==> config.mk <==
export PLATFORM = sky130hd
export DESIGN_NAME = ftc_regs
export DESIGN_NICKNAME = d
export VERILOG_FILES = /design/src/include/ftc_pkg.sv /design/src/include/ftc_bus_if.sv /design/src/rtl/ftc_addr_dec.sv /design/src/rtl/ftc_regs.sv
export SDC_FILE = /design/constraint.sdc
export NUM_CORES = 1
export LEC_CHECK = 0
export BUFFER_PORTS_ARGS = -buffer_cell sky130_fd_sc_hd__buf_2
export CAP_MARGIN = 25
export CORE_MARGIN = 2
export CORE_UTILIZATION = 54
export DETAILED_ROUTE_END_ITERATION = 12
export PLACE_DENSITY = 0.86
export SLEW_MARGIN = 40
export SYNTH_ARGS = -nofsm -noshare
export SYNTH_HDL_FRONTEND = slang
export SYNTH_SLANG_ARGS = --single-unit
==> constraint.sdc <==
create_clock -name clock_i -period 3.6 [get_ports clock_i]
set_input_delay 1.08 -clock clock_i [delete_from_list [all_inputs] [get_ports clock_i]]
set_output_delay 1.08 -clock clock_i [all_outputs]
set_load 0.05 [all_outputs]
==> src/include/ftc_pkg.sv <==
// Package of register map constants for the fan fan_speed_pulse_input configuration bank
package ftc_pkg;
  localparam logic [7:0] FTC_ADDR_PULSE = 8'h7b;
  localparam logic [7:0] FTC_ADDR_CFG4 = 8'h7d;
  localparam logic [7:0] FTC_ADDR_TEST1 = 8'h7e;
  localparam logic [7:0] FTC_ADDR_TEST2 = 8'h7f;
  localparam logic [7:0] FTC_RST_PULSE = 8'h55;
  localparam logic [7:0] FTC_RST_CFG4 = 8'h00;
  localparam logic [7:0] FTC_RST_TEST = 8'h00;
  localparam logic [7:0] FTC_CFG4_WMASK = 8'h0d;
  localparam int FTC_ALERT_SEL_BIT = 0;
  localparam int FTC_THR_LSB = 2;
  localparam int FTC_FAN_COUNT = 4;
  localparam logic [7:0] FTC_THR_MV_00 = 8'h14;
  localparam logic [7:0] FTC_THR_MV_01 = 8'h28;
  localparam logic [7:0] FTC_THR_MV_10 = 8'h50;
  localparam logic [7:0] FTC_THR_MV_11 = 8'h82;
  typedef enum logic [1:0] {
    FTC_THR_20MV,
    FTC_THR_40MV,
    FTC_THR_80MV,
    FTC_THR_130MV
  } ftc_thr_t;
endpackage : ftc_pkg

==> src/include/ftc_bus_if.sv <==
// Interface carrying register access strobes between bank and decoder
`timescale 1ns/1ps
interface ftc_bus_if;
  logic wr_en;
  logic [7:0] addr;
  logic [7:0] wdata;
  logic sel_pulse;
  logic sel_cfg4;
  logic sel_test;
  modport dec (input addr, output sel_pulse, output sel_cfg4, output sel_test);
  modport bank (input wr_en, input addr, input wdata, input sel_pulse, input sel_cfg4,
                input sel_test);
endinterface : ftc_bus_if

==> src/rtl/ftc_addr_dec.sv <==
// Address decoder for the fan fan_speed_pulse_input configuration bank
`timescale 1ns/1ps
module ftc_addr_dec (
  ftc_bus_if.dec bus
);
  import ftc_pkg::*;
  assign bus.sel_pulse = (bus.addr == FTC_ADDR_PULSE);
  assign bus.sel_cfg4 = (bus.addr == FTC_ADDR_CFG4);
  assign bus.sel_test = (bus.addr == FTC_ADDR_TEST1) || (bus.addr == FTC_ADDR_TEST2);
endmodule : ftc_addr_dec

==> src/rtl/ftc_regs.sv <==
// Fan pulse count, alert pin and fan_speed_pulse_input threshold configuration registers
//
// Overview of operation
// - Four two-bit pulse-count fields, fans one to four at bits 1:0 up to 7:6.
// - Each field code 00..11 means counting one to four fan_speed_pulse_input pulses.
// - Pulse-count register resets to 0x55, two pulses per fan.
// - Alert-select bit one turns shared pin into alert output.
// - Alert-select bit zero keeps shared pin as 2.5 V measurement input.
// - Threshold bits 3:2 pick 20, 40, 80 or 130 mV.
// - When lock is set, writes to configuration register four are ignored.
// - Bit 1 and bits 7:4 of configuration four are reserved.
`timescale 1ns/1ps
module ftc_regs (
  // Clock and reset
  input wire logic clock_i,
  input wire logic rst_i,
  // Register access port
  input wire logic wr_en_i,
  input wire logic rd_en_i,
  input wire logic [7:0] addr_i,
  input wire logic [7:0] wdata_i,
  output logic [7:0] rdata_o,
  output logic rvalid_o,
  // Lock bit from configuration register one
  input wire logic lock_i,
  // Per-fan pulse targets, 1 to 4
  output logic [2:0] first_fan_pulse_count_o,
  output logic [2:0] second_fan_pulse_count_o,
  output logic [2:0] third_fan_pulse_count_o,
  output logic [2:0] fourth_fan_pulse_count_o,
  // Shared pin mode
  output logic alert_pin_select_o,
  output logic meas_2v5_enable_o,
  // Fan_speed_pulse_input threshold
  output ftc_pkg::ftc_thr_t two_wire_fan_speed_pulse_input_threshold_o,
  output logic [7:0] fan_speed_pulse_input_threshold_mv_o
);
  import ftc_pkg::*;

  ////////////////////////////////////////////////////////////////////////////
  // Decode
  ftc_bus_if bus ();
  assign bus.wr_en = wr_en_i;
  assign bus.addr = addr_i;
  assign bus.wdata = wdata_i;

  ftc_addr_dec u_dec (
    .bus(bus)
  );

  function automatic logic [2:0] pulses_of(input logic [1:0] code);
    pulses_of = {1'b0, code} + 3'h1;
  endfunction : pulses_of

  function automatic logic [7:0] mv_of(input logic [1:0] code);
    unique case (code)
      2'h0: mv_of = FTC_THR_MV_00;
      2'h1: mv_of = FTC_THR_MV_01;
      2'h2: mv_of = FTC_THR_MV_10;
      2'h3: mv_of = FTC_THR_MV_11;
    endcase
  endfunction : mv_of

  ////////////////////////////////////////////////////////////////////////////
  // Registers
  logic [7:0] pulse_r;
  logic [7:0] pulse_nxt;
  logic [7:0] cfg4_r;
  logic [7:0] cfg4_nxt;
  logic [7:0] rdata_nxt;
  wire pulse_we = bus.wr_en && bus.sel_pulse;
  wire cfg4_we = bus.wr_en && bus.sel_cfg4 && !lock_i;

  assign pulse_nxt = pulse_we ? wdata_i : pulse_r;
  assign cfg4_nxt = cfg4_we ? (wdata_i & FTC_CFG4_WMASK) : cfg4_r;

  always_ff @(posedge clock_i) begin
    if (rst_i) begin
      pulse_r <= FTC_RST_PULSE;
      cfg4_r <= FTC_RST_CFG4;
    end else begin
      pulse_r <= pulse_nxt;
      cfg4_r <= cfg4_nxt;
    end
  end

  ////////////////////////////////////////////////////////////////////////////
  // Readback; test registers and unmapped offsets read zero
  assign rdata_nxt = bus.sel_pulse ? pulse_r :
                     bus.sel_cfg4 ? cfg4_r :
                     bus.sel_test ? FTC_RST_TEST : 8'h00;

  always_ff @(posedge clock_i) begin
    if (rst_i) begin
      rdata_o <= 8'h00;
      rvalid_o <= 1'b0;
    end else begin
      rdata_o <= rd_en_i ? rdata_nxt : rdata_o;
      rvalid_o <= rd_en_i;
    end
  end

  ////////////////////////////////////////////////////////////////////////////
  // Decoded configuration outputs, registered
  logic [2:0] pulses_nxt [FTC_FAN_COUNT];
  logic [2:0] pulses_r [FTC_FAN_COUNT];

  genvar g;
  generate
    for (g = 0; g < FTC_FAN_COUNT; g++) begin : g_fan
      assign pulses_nxt[g] = pulses_of(pulse_nxt[2*g+1 -: 2]);
      always_ff @(posedge clock_i) begin
        if (rst_i) begin
          pulses_r[g] <= 3'h2;
        end else begin
          pulses_r[g] <= pulses_nxt[g];
        end
      end
    end
  endgenerate

  assign first_fan_pulse_count_o = pulses_r[0];
  assign second_fan_pulse_count_o = pulses_r[1];
  assign third_fan_pulse_count_o = pulses_r[2];
  assign fourth_fan_pulse_count_o = pulses_r[3];

  wire [1:0] thr_code = cfg4_nxt[FTC_THR_LSB+1:FTC_THR_LSB];

  always_ff @(posedge clock_i) begin
    if (rst_i) begin
      alert_pin_select_o <= 1'b0;
      meas_2v5_enable_o <= 1'b1;
      two_wire_fan_speed_pulse_input_threshold_o <= FTC_THR_20MV;
      fan_speed_pulse_input_threshold_mv_o <= FTC_THR_MV_00;
    end else begin
      alert_pin_select_o <= cfg4_nxt[FTC_ALERT_SEL_BIT];
      meas_2v5_enable_o <= !cfg4_nxt[FTC_ALERT_SEL_BIT];
      two_wire_fan_speed_pulse_input_threshold_o <= ftc_thr_t'(thr_code);
      fan_speed_pulse_input_threshold_mv_o <= mv_of(thr_code);
    end
  end
endmodule : ftc_regs

==> parameters.txt, run 1 <==
Parameter                              Value

Pwr
  Maximum ir drop on the vdd rail ... about 0.00025 V
  Leak ... 0.846 nW
  Switching power as a share of total power ... 20.7%
  Cell Pwr Density ... between 400 and 500 mW/mm²
  Proportion of power drawn by flip-flops and latches ... 49.4%
  Logic gate share of total power ... roughly 6.7%
  NetSw ... between 0.15 and 0.2 mW
  Power consumption ... 0.854 mW
  Portion of total power attributed to the clock network ... between 40% and 50%
  Cell Int Power ... between 0.6 and 0.7 mW

Routing
  Via-to-Cell Ratio ... around 5.4
  Average wire length per cell after detail routing ... approximately 13 µm
  Total number of vias ... 1394
  Total Routed Length ... approximately 3.5 mm
  DRC marker count from the first detailed-route iteration ... 51
  Number of detailed-routing iterations run before antenna repair ... 4
  DRC viols ... 0
  Count of nets left with antenna violations after detail routing ... 0

Floorplanning
  Starting density of the core ... a little under three fifths
  Std-Cell Core Area ... 0.00305 mm²
  Die Area ... roughly 0.0037 mm²
  DIE WIDTH ... a little over 60 µm
  I/O pin cnt ... 54
  Overall die height ... approximately 60 µm
  Count of standard-cell rows ... 20

Setup path
  Kind of end point of the critical path ... flop
  WP data required ... roughly 3800 ps
  RR Startpoint ... pulse_r[5]$_SDFF_PP0_
  Path depth of the worst reg2reg path ... 3
  Startpoint of the worst setup timing path ... addr_i[7]
  Nature of the critical path startpoint ... input pin
  Data arrival time of the critical path ... roughly 2600 ps
  Critical path class ... in2reg
  Biggest fanout along the worst timing path ... 18

CTS
  Clock tree root driver cell ... sky130_fd_sc_hd__clkbuf_4
  TritonCTS clock tree ... built
  Clock insertion delay at the later pin of the skew report ... roughly 340 ps
  Worst-case clock buffer depth ... 2
  # hold bufs at CTS ... 0
  TritonCTS Buffers ... 5
  H-tree Lvls ... 2
  Clock slew at reported path FFs ... about 110 ps
  Total clock sinks ... 38
  Count of buffers added by post-CTS timing repair for setup ... 0
  Number of gates resized after CTS ... 0

Finish
  Fraction of final layout cells sized beyond drive strength 1 ... approximately a third
  Total area of multi-input combinational cells ... around 860 µm²
  Count of inserted antenna diode cells ... 0
  Signed area change from the synthesized netlist to the final layout ... 19.0%
  Total Nets Final ... between 200 and 250
  Count of fill cells added during filler insertion ... ~280
  Register area ... between 700 and 800 µm²

Placement
  Setup slack after placement ... around 960 ps
  Final HPWL DP ... 2.48 mm
  # port buffers ... 52
  Final weighted congestion of routability-driven global placement ... 0.867

STA
  Actual transition at the worst max-transition pin ... 560 ps
  Clock skew after layout ... 4.73 ps
  Sum of negative setup slack ... 0 ps
  Worst relative slew slack ... between 60% and 70%
  Number of endpoints with negative hold slack in the final report ... 0
  Setup repair after global routing missed its margin ... no
  Final critical path time including I/O delays and setup ... roughly 2300 ps
  Fmax ... approximately 430 MHz
  Final-report setup violation count ... 0
  Final number of max-transition violations ... 0
  Worst path setup slack after routing ... about 1300 ps
  Share of the clock period used by the worst path ... 65.1%

Synthesis
  EDFF count, synth ... 0
  Flop and latch count out of synthesis ... 38
  Total number of yosys warnings ... 0
  Avg Cell Area, Syn ... 10.2 µm²
  Top_reg_cell synth ... sky130_fd_sc_hd__dfxtp_1
  Synth cell types ... 37
  Async set-reset flop share out of synthesis ... 0%
  Count of mapped cells out of synthesis ... 170
  Sequential element share of the synthesized area ... between 40 and 50%
  Summed instance area of the synthesized netlist ... 0.00173 mm²
  Number of nets in the synthesized netlist ... 191

Run status
  Status ... completed

Global route
  First-pass GRT wire length ... ~5.6 mm
  GRT Resource Usage Total ... between 20% and 30%
  Largest net degree at the start of global routing ... 33
  Antenna violations before repair ... 0
  Via count of the first global-routing pass ... about 1200
  Global route total overflow ... 0

Worst hold path
  Min-delay src ... rdata_o[5]$_SDFFE_PP0P_
  Class of the tightest hold or removal check ... reg2reg
  Worst Hold Path Cells ... 2

Flow run
  Number of maximum-capacitance constraint violations ... 0
[final cells by class]
type | count | share of cell area, %
multi-input cells | 113 | 41.6
flip-flops and latches | 38 | 36.8
repair buffers | 52 | 12.6
clock inverters | 2 | 2.91
well taps | 44 | 2.67
clock buffers | 6 | 2.48
inverters | 5 | 0.909
[state kept, by name, summed over array words and instances (netlist names), named ones only]
register and count:
fan_speed_pulse_input_threshold_mv_o 5, pulses_r 12, rdata_o 8, cfg4_r 2, meas_2v5_enable_o 1, rvalid_o 1, pulse_r 8
[critical path, stage by stage]
cell,delay (ps)
sky130_fd_sc_hd__buf_2,100
sky130_fd_sc_hd__and4b_1,600
sky130_fd_sc_hd__and3_4,470
sky130_fd_sc_hd__mux2_4,320
[layer usage]
layer  share of wire [%]  GRT usage [%]
met1                  42           25.3
met2                  51           35.9
met3                 5.8           6.40
met4                0.77           4.66
met5                   0              0
[cells by family (layout without fill, tap and decap cells)]
family          Yosys count  count (layout)  synth area share [%]
buf+inv                  19              65                  6.64
compound gates           27              27                  11.7
simple gates             57              57                  20.5
mux                      21              21                  13.6
xor+xnor                  7               7                  3.54
flops                    38              38                  43.9
other cells               1               1                 0.216
[power by group through the flow]
stage / Combinational (mW) / Clock (mW) / Sequential (mW)
CTS: 0.0571 / 0.382 / 0.422
floorplan: 0.0343 / 0 / 0.434
global route: 0.0641 / 0.399 / 0.422
global placement: 0.0559 / 0 / 0.431
finish: 0.0575 / 0.375 / 0.422
detailed placement: 0.0567 / 0 / 0.431
[placed cells by master (no fill, tap or decap), drive strengths merged, types with 2 or more instances in the layout]
cell type	synthesis	layout
xnor2	3	3
nand2b	10	10
nor2	11	11
mux2i	13	13
nand3	10	10
dfxtp	38	38
xor2	4	4
a311oi	7	7
a22oi	3	3
a21oi	5	5
o32ai	3	3
buf	10	52
nor3b	2	2
nand4	5	5
a31o	3	3
a31oi	4	4
and4b	2	2
mux2	8	8
clkbuf	4	6
nor2b	5	5
inv	4	4
nand2	6	6
bufinv	0	2
[synthesized netlist by cell type (all sizes together), types with 4 or more instances]
cell type / count / area share [%]
nor2b: 5 / 1.8
xor2: 4 / 2.0
inv: 4 / 0.87
dfxtp: 38 / 44
mux2: 8 / 6.1
nand4: 5 / 1.8
a21oi: 5 / 1.4
nand3: 10 / 2.9
buf: 10 / 4.7
nor2: 11 / 2.4
mux2i: 13 / 7.5
nand2: 6 / 1.3
nand2b: 10 / 3.6
a31oi: 4 / 1.4
clkbuf: 4 / 0.87
a311oi: 7 / 3.5
[path summary, 6_finish.rpt]
| kind | end | slack, ps |
|---|---|---|
| max reg2reg | pulses_r[2][1]$_SDFF_PP1_ | 2560 |
| min | rdata_o[5]$_SDFFE_PP0P_ | 480 |
| max | pulses_r[3][0]$_SDFF_PP0_ | 1250 |
| min reg2reg | rdata_o[5]$_SDFFE_PP0P_ | 480 |
[metrics by stage]
step	area, µm²	cells	hold slack (ps)	util, %
CTS	2060	260	481	67.6
detailed placement	1950	252	463	64.0
global placement	1950	252	460	64.0
finish	2060	260	479	67.6
floorplan	1730	170	476	-
global route	2060	260	502	67.6
(Power assumes the default switching activity.)
==> inputs of run 2 (changes only) <==
--- a/config.mk
+++ b/config.mk
@@ -5,12 +5,13 @@
 export SDC_FILE = /design/constraint.sdc
 export NUM_CORES = 1
 export LEC_CHECK = 0
+export ABC_AREA = 1
 export BUFFER_PORTS_ARGS = -buffer_cell sky130_fd_sc_hd__buf_2
 export CAP_MARGIN = 25
 export CORE_MARGIN = 2
-export CORE_UTILIZATION = 54
+export CORE_UTILIZATION = 44
 export DETAILED_ROUTE_END_ITERATION = 12
-export PLACE_DENSITY = 0.86
+export PLACE_DENSITY = 0.77
 export SLEW_MARGIN = 40
 export SYNTH_ARGS = -nofsm -noshare
 export SYNTH_HDL_FRONTEND = slang
==> constraint.sdc (replaced) <==
create_clock -name clock_i -period 2.1 [get_ports clock_i]
set_input_delay 0.63 -clock clock_i [delete_from_list [all_inputs] [get_ports clock_i]]
set_output_delay 0.63 -clock clock_i [all_outputs]
set_load 0.05 [all_outputs]
==> parameters.txt, run 2 <==
Parameter                              Value

Global route
  First-pass GRT wire length ... roughly 5.3 mm
  Via count of the first global-routing pass ... ~1300
  Antenna violations before repair ... 0
  Global route total overflow ... 0
  Largest net degree at the start of global routing ... 18
  GRT Resource Usage Total ... 17.2%

Routing
  Average wire length per cell after detail routing ... between 10 and 15 µm
  Number of detailed-routing iterations run before antenna repair ... 4
  Count of nets left with antenna violations after detail routing ... 0
  DRC marker count from the first detailed-route iteration ... 42
  DRC viols ... 0
  Total number of vias ... about 1400
  Via-to-Cell Ratio ... ~4.5
  Total Routed Length ... 3.16 mm

Synthesis
  Sequential element share of the synthesized area ... 49.6%
  EDFF count, synth ... 0
  Summed instance area of the synthesized netlist ... 0.00153 mm²
  Most common cell in the netlist ... sky130_fd_sc_hd__nand2_1
  Leading cell types by total area after synthesis ... sky130_fd_sc_hd__dfxtp_1, sky130_fd_sc_hd__nand2_1, sky130_fd_sc_hd__inv_1, sky130_fd_sc_hd__nand4_1, sky130_fd_sc_hd__nor2_1
  Count of mapped cells out of synthesis ... between 200 and 250
  Total number of yosys warnings ... 0
  Async set-reset flop share out of synthesis ... 0%
  Post-synth top cells ... sky130_fd_sc_hd__nand2_1, sky130_fd_sc_hd__dfxtp_1, sky130_fd_sc_hd__inv_1, sky130_fd_sc_hd__nor2_1, sky130_fd_sc_hd__nand4_1
  Top_reg_cell synth ... sky130_fd_sc_hd__dfxtp_1
  Avg Cell Area, Syn ... 7.48 µm²
  Flop and latch count out of synthesis ... 38
  Synth area leader ... sky130_fd_sc_hd__dfxtp_1
  Synth cell types ... 20
  Share of the synthesized area in the top cell type ... roughly half
  Number of nets in the synthesized netlist ... around 230

STA
  Setup repair after global routing missed its margin ... no
  Final critical path time including I/O delays and setup ... 1590 ps
  Final-report setup violation count ... 0
  Share of the clock period used by the worst path ... 75.9%
  Fmax ... between 600 and 700 MHz
  Number of endpoints with negative hold slack in the final report ... 0
  Tightest hold margin ... approximately 490 ps
  Final number of max-transition violations ... 0
  Sum of negative setup slack ... 0 ps
  Clock skew after layout ... roughly 12 ps

Setup path
  Cell chain of the critical path ... buf_2
  Nature of the critical path startpoint ... flop
  WP data required ... between 1000 and 1500 ps
  Crit path max-delay family ... flip-flops
  Destination of the worst register-to-register timing path ... rdata_o[3]$_SDFFE_PP0P_
  Bufs and invs on worst path ... 1
  Kind of end point of the critical path ... output port
  Slowest-stage cell, CP ... sky130_fd_sc_hd__dfxtp_1
  Path depth of the worst reg2reg path ... 4
  Worst setup slack for register-to-register paths ... ~1200 ps
  Critical path class ... reg2out
  Biggest fanout along the worst timing path ... 2
  Biggest cell delay along the critical path ... 350 ps
  Data arrival time of the critical path ... roughly 960 ps
  RR Startpoint ... cfg4_r[3]$_SDFF_PP0_

Finish
  Most frequent cells in the layout ... sky130_fd_sc_hd__nand2_1, sky130_fd_sc_hd__buf_2, sky130_fd_sc_hd__dfxtp_1
  Signed area change from the synthesized netlist to the final layout ... 23.6%
  Regs by FF count ... pulses_r: 12 flops, pulse_r: 8 flops, rdata_o: 8 flops
  Total Nets Final ... roughly 280
  Count of inserted antenna diode cells ... 0
  Flip-flop count of the largest register, all copies and words added ... 12
  Top register by number of flip-flops ... pulses_r
  Most common cell after layout, fill and taps aside ... sky130_fd_sc_hd__nand2_1
  Count of fill cells added during filler insertion ... around 340
  Fraction of final layout cells sized beyond drive strength 1 ... about 28%

CTS
  Clock tree root driver cell ... sky130_fd_sc_hd__clkbuf_4
  Worst-case clock buffer depth ... 2
  TritonCTS clock tree ... built
  Count of buffers added by post-CTS timing repair for setup ... 0
  Number of gates resized after CTS ... 0
  Clock slew at reported path FFs ... about 110 ps
  H-tree Lvls ... 2
  Total clock sinks ... 38
  Clock insertion delay at the later pin of the skew report ... around 350 ps
  TritonCTS Buffers ... 5
  # hold bufs at CTS ... 0

Flow run
  Number of maximum-capacitance constraint violations ... 0

Pwr
  Leak ... 1.06 nW
  Switching power as a share of total power ... between 20% and 30%
  NetSw ... about 0.31 mW
  Maximum ir drop on the vdd rail ... 0.000480 V
  Portion of total power attributed to the clock network ... roughly 37%
  Proportion of power drawn by flip-flops and latches ... 54.2%
  Cell Int Power ... 1.04 mW
  Cell Pwr Density ... between 700 and 800 mW/mm²
  Logic gate share of total power ... approximately 8.6%

Placement
  Final HPWL DP ... around 2.4 mm
  Final weighted congestion of routability-driven global placement ... ~0.83
  # port buffers ... 52

Floorplanning
  Std-Cell Core Area ... 0.00334 mm²
  DIE WIDTH ... 63.0 µm
  Count of standard-cell rows ... 21
  Die Area ... approximately 0.004 mm²
  Overall die height ... around 63 µm
  Starting density of the core ... a little under half
  I/O pin cnt ... 54

Worst hold path
  Class of the tightest hold or removal check ... reg2reg
  WHS Endpoint ... rdata_o[6]$_SDFFE_PP0P_
  Worst Hold Path Cells ... 2
  Min-delay src ... pulse_r[6]$_SDFF_PP1_

Run status
  Status ... completed
## run 2: per-stage QoR
stage          std cells  instance area [µm²]  power [mW]  worst slack [ps]  util [%]
2_1_floorplan        205                 1530       0.828               554         -
3_3_place_gp         297                 1810       0.866               362      54.3
3_5_place_dp         297                 1810       0.867               335      54.3
4_1_cts              304                 1890        1.36               497      56.8
5_1_grt              304                 1890        1.40               471      56.8
6_report             304                 1890        1.35               507      56.8
## run 2: logic make-up (layout without fill, tap and decap cells)
group,count (synthesis),in the layout,share of synthesized area (%)
simple gates,104,104,31.7
other cells,1,1,0.245
flops,38,38,49.6
buf+inv,46,99,13.2
compound gates,16,16,5.22
## run 2: worst min-delay path, cell delays in order (launching register included)
cell and delay [ps]:
sky130_fd_sc_hd__dfxtp_1 330, sky130_fd_sc_hd__nand2_1 60, sky130_fd_sc_hd__a21oi_1 50
## run 2: metal layers
metal,up-vias,track usage (%),share of wire (%)
met5,-,0,0
li1,739,-,-
met1,590,21.1,48
met3,4,6.13,6.6
met2,48,27.4,44
met4,0,6.94,0.82
## run 2: layout make-up
cell class                 count  area, µm²  share of cell area, %
clock inverter                 1       30.0                   1.59
timing repair buffer          56        290                   15.3
inverter                      36        135                   7.13
multi-input combinational    121        569                   30.1
clock buffer                   6       51.3                   2.71
tap                           46       57.6                   3.04
sequential                    38        761                   40.2
## run 2: power groups by stage
stage          sequential [mW]  clock, mW  combinational (mW)
2_1_floorplan            0.783          0              0.0450
3_5_place_dp             0.750          0               0.117
4_1_cts                  0.734      0.510               0.117
6_report                 0.734      0.502               0.117
5_1_grt                  0.735      0.541               0.128
3_3_place_gp             0.750          0               0.116
## run 2: how the worst max path moves through the flow
| stage | cells after the start | from | endpoint |
|---|---|---|---|
| final | 1 | cfg4_r[3]$_SDFF_PP0_ | two_wire_fan_speed_pulse_input_threshold_o[1] |
| after floorplan | 8 | addr_i[3] | pulses_r[2][1]$_SDFF_PP1_ |
| after global routing | 1 | rdata_o[3]$_SDFFE_PP0P_ | rdata_o[3] |
| after global placement | 9 | addr_i[2] | pulses_r[2][1]$_SDFF_PP1_ |
| after detailed placement | 9 | addr_i[2] | pulses_r[3][1]$_SDFF_PP1_ |
| after CTS | 1 | cfg4_r[3]$_SDFF_PP0_ | two_wire_fan_speed_pulse_input_threshold_o[1] |
==> inputs of run 3 (changes only) <==
--- a/config.mk
+++ b/config.mk
@@ -5,13 +5,13 @@
 export SDC_FILE = /design/constraint.sdc
 export NUM_CORES = 1
 export LEC_CHECK = 0
-export ABC_AREA = 1
+export ABC_AREA = 0
 export BUFFER_PORTS_ARGS = -buffer_cell sky130_fd_sc_hd__buf_2
 export CAP_MARGIN = 25
 export CORE_MARGIN = 2
-export CORE_UTILIZATION = 44
+export CORE_UTILIZATION = 50
 export DETAILED_ROUTE_END_ITERATION = 12
-export PLACE_DENSITY = 0.77
+export PLACE_DENSITY = 0.8
 export SLEW_MARGIN = 40
 export SYNTH_ARGS = -nofsm -noshare
 export SYNTH_HDL_FRONTEND = slang
==> constraint.sdc (replaced) <==
create_clock -name clock_i -period 1.5 [get_ports clock_i]
set_input_delay 0.45 -clock clock_i [delete_from_list [all_inputs] [get_ports clock_i]]
set_output_delay 0.45 -clock clock_i [all_outputs]
set_load 0.05 [all_outputs]
==> parameters.txt, run 3 (same netlist as run 1, synthesis figures left out) <==
Parameter                              Value

Setup path
  Destination of the worst register-to-register timing path ... pulses_r[2][1]$_SDFF_PP1_
  Path depth of the worst reg2reg path ... 3
  Critical path class ... reg2out
  Slowest-stage cell, CP ... sky130_fd_sc_hd__dfxtp_2
  Worst setup slack for register-to-register paths ... about 500 ps
  Biggest cell delay along the critical path ... a little over 400 ps
  Cell chain of the critical path ... buf_4
  Data arrival time of the critical path ... 980 ps
  RR Startpoint ... pulse_r[5]$_SDFF_PP0_
  Nature of the critical path startpoint ... flop
  Crit path max-delay family ... flip-flops
  Kind of end point of the critical path ... output port
  Bufs and invs on worst path ... 1
  WP data required ... about 1100 ps
  Biggest fanout along the worst timing path ... 7

STA
  Tightest hold margin ... 363 ps
  Setup repair after global routing missed its margin ... no
  Share of the clock period used by the worst path ... between 90% and 100%
  Final-report setup violation count ... 0
  Final number of max-transition violations ... 0
  Worst path setup slack after routing ... 72.8 ps
  Clock skew after layout ... roughly 11 ps
  Number of endpoints with negative hold slack in the final report ... 0
  Final critical path time including I/O delays and setup ... 1430 ps
  Fmax ... 701 MHz

Finish
  Top register by number of flip-flops ... pulses_r
  Most frequent cells in the layout ... sky130_fd_sc_hd__buf_2, sky130_fd_sc_hd__dfxtp_1, sky130_fd_sc_hd__buf_4
  Design Area, Final ... roughly 0.0021 mm²
  Post-layout util ... between 60% and 70%
  Register area ... roughly 760 µm²
  Total area of multi-input combinational cells ... about 860 µm²
  Fraction of final layout cells sized beyond drive strength 1 ... around 40%
  Count of inserted antenna diode cells ... 0
  Most common cell after layout, fill and taps aside ... sky130_fd_sc_hd__buf_2
  Signed area change from the synthesized netlist to the final layout ... 23.7%
  Regs by FF count ... pulses_r: 12 flops, pulse_r: 8 flops, rdata_o: 8 flops
  Total Nets Final ... between 200 and 300
  Flip-flop count of the largest register, all copies and words added ... 12
  Count of fill cells added during filler insertion ... around 330

Placement
  Final weighted congestion of routability-driven global placement ... roughly 0.84
  # port buffers ... between 50 and 60
  Final HPWL DP ... approximately 2.8 mm
  Placed cell areas ... 0.00208 mm²
  Setup slack after placement ... -150 ps

Global route
  GRT Resource Usage Total ... 19.9%
  First-pass GRT wire length ... 6.34 mm
  Largest net degree at the start of global routing ... 20
  Via count of the first global-routing pass ... about 1500
  Global routing usage on met1 ... between 20% and 30%
  Layer with the highest usage ... met2
  Global-route track usage on met2 ... between 30% and 40%
  Antenna violations before repair ... 0
  Fraction of met3 tracks used by global routing ... around 5.2%
  Global route total overflow ... 0

Routing
  Count of nets left with antenna violations after detail routing ... 0
  Average wire length per cell after detail routing ... ~13 µm
  Via-to-Cell Ratio ... 5.42
  DRC viols ... 0
  Total number of vias ... approximately 1500
  Total Routed Length ... between 3 and 4 mm
  Number of detailed-routing iterations run before antenna repair ... 4
  DRC marker count from the first detailed-route iteration ... 45

Pwr
  Maximum ir drop on the vdd rail ... slightly above 0.0005 V
  Cell Pwr Density ... ~810 mW/mm²
  Leak ... approximately 0.90 nW

Worst hold path
  WHS Endpoint ... pulses_r[0][2]$_SDFF_PP0_
  Class of the tightest hold or removal check ... in2reg
  Worst Hold Path Cells ... 3
  Min-delay src ... wdata_i[1]

CTS
  TritonCTS clock tree ... built
  Clock tree root driver cell ... sky130_fd_sc_hd__clkbuf_4
  Total clock sinks ... 38
  # hold bufs at CTS ... 0
  H-tree Lvls ... 2
  TritonCTS Buffers ... 5
  Worst-case clock buffer depth ... 2
  Clock insertion delay at the later pin of the skew report ... between 300 and 400 ps
  Clock slew at reported path FFs ... 120 ps

Floorplanning
  DIE WIDTH ... 62.9 µm
  Count of standard-cell rows ... 21
  Starting density of the core ... between 50% and 60%
  Std-Cell Core Area ... 0.00334 mm²
  Overall die height ... between 60 and 70 µm
  I/O pin cnt ... 54
  Die Area ... roughly 0.004 mm²

Flow run
  Number of maximum-capacitance constraint violations ... 0

Run status
  Status ... completed
[run 3: cell types whose count changed in the layout (fill, tap and decap cells not counted), sizes merged, moves of 5 or more]
cell	delta
mux2i	+13
mux2	+8
inv	-29
nor2	-10
nand2	-47
nand2b	+10
a311oi	+7
o21ai	-11
buf	+12
nand4	-9
nor3	-5
nor2b	+5
[run 3: metal layers]
layer	wire, µm	part of all wire [%]	up-vias
met4	55	1.5	0
met1	1600	43	712
met2	1800	49	50
li1	-	-	738
met3	232	6.3	7
met5	0	0	-
[run 3: cell type report]
cell class | count | share of cell area, %
multi-input cells | 113 | 40.0
flip-flops and latches | 38 | 35.6
repair buffers | 68 | 18.1
well taps | 46 | 2.68
clock buffers | 7 | 2.57
inverters | 5 | 0.875
clock inverters | 1 | 0.233
[run 3: worst max-delay path by stage]
stage | from | end | cells after the start
floorplan | addr_i[7] | flop | 3
global placement | addr_i[7] | flop | 4
detailed placement | addr_i[7] | flop | 4
CTS | cfg4_r[2]$_SDFF_PP0_ | two_wire_fan_speed_pulse_input_threshold_o[0] | 1
global route | flop | alert_pin_select_o | 1
finish | cfg4_r[2]$_SDFF_PP0_ | two_wire_fan_speed_pulse_input_threshold_o[0] | 1
[run 3: per-stage QoR]
step                setup TNS (ps)  total power [mW]  std cells
detailed placement           -2120              1.19        270
floorplan                     -288              1.13        170
global placement             -1620              1.19        270
global route                     0              1.81        278
finish                           0              1.74        278
CTS                              0              1.74        278
[run 3: power by group]
group	leakage (nW)	internal (mW)	total (mW)	switching [mW]
Sequential	0.308	1.01	1.01	0.000878
Clock	0.0353	0.227	0.570	0.343
Combinational	0.560	0.0666	0.160	0.0935
Total	0.903	1.30	1.74	0.437
[run 3: what timing repair did]
action,4_1_cts,5_1_grt
resized for setup,3,3
buffers inserted,0,0
setup endpoints to repair,2,2
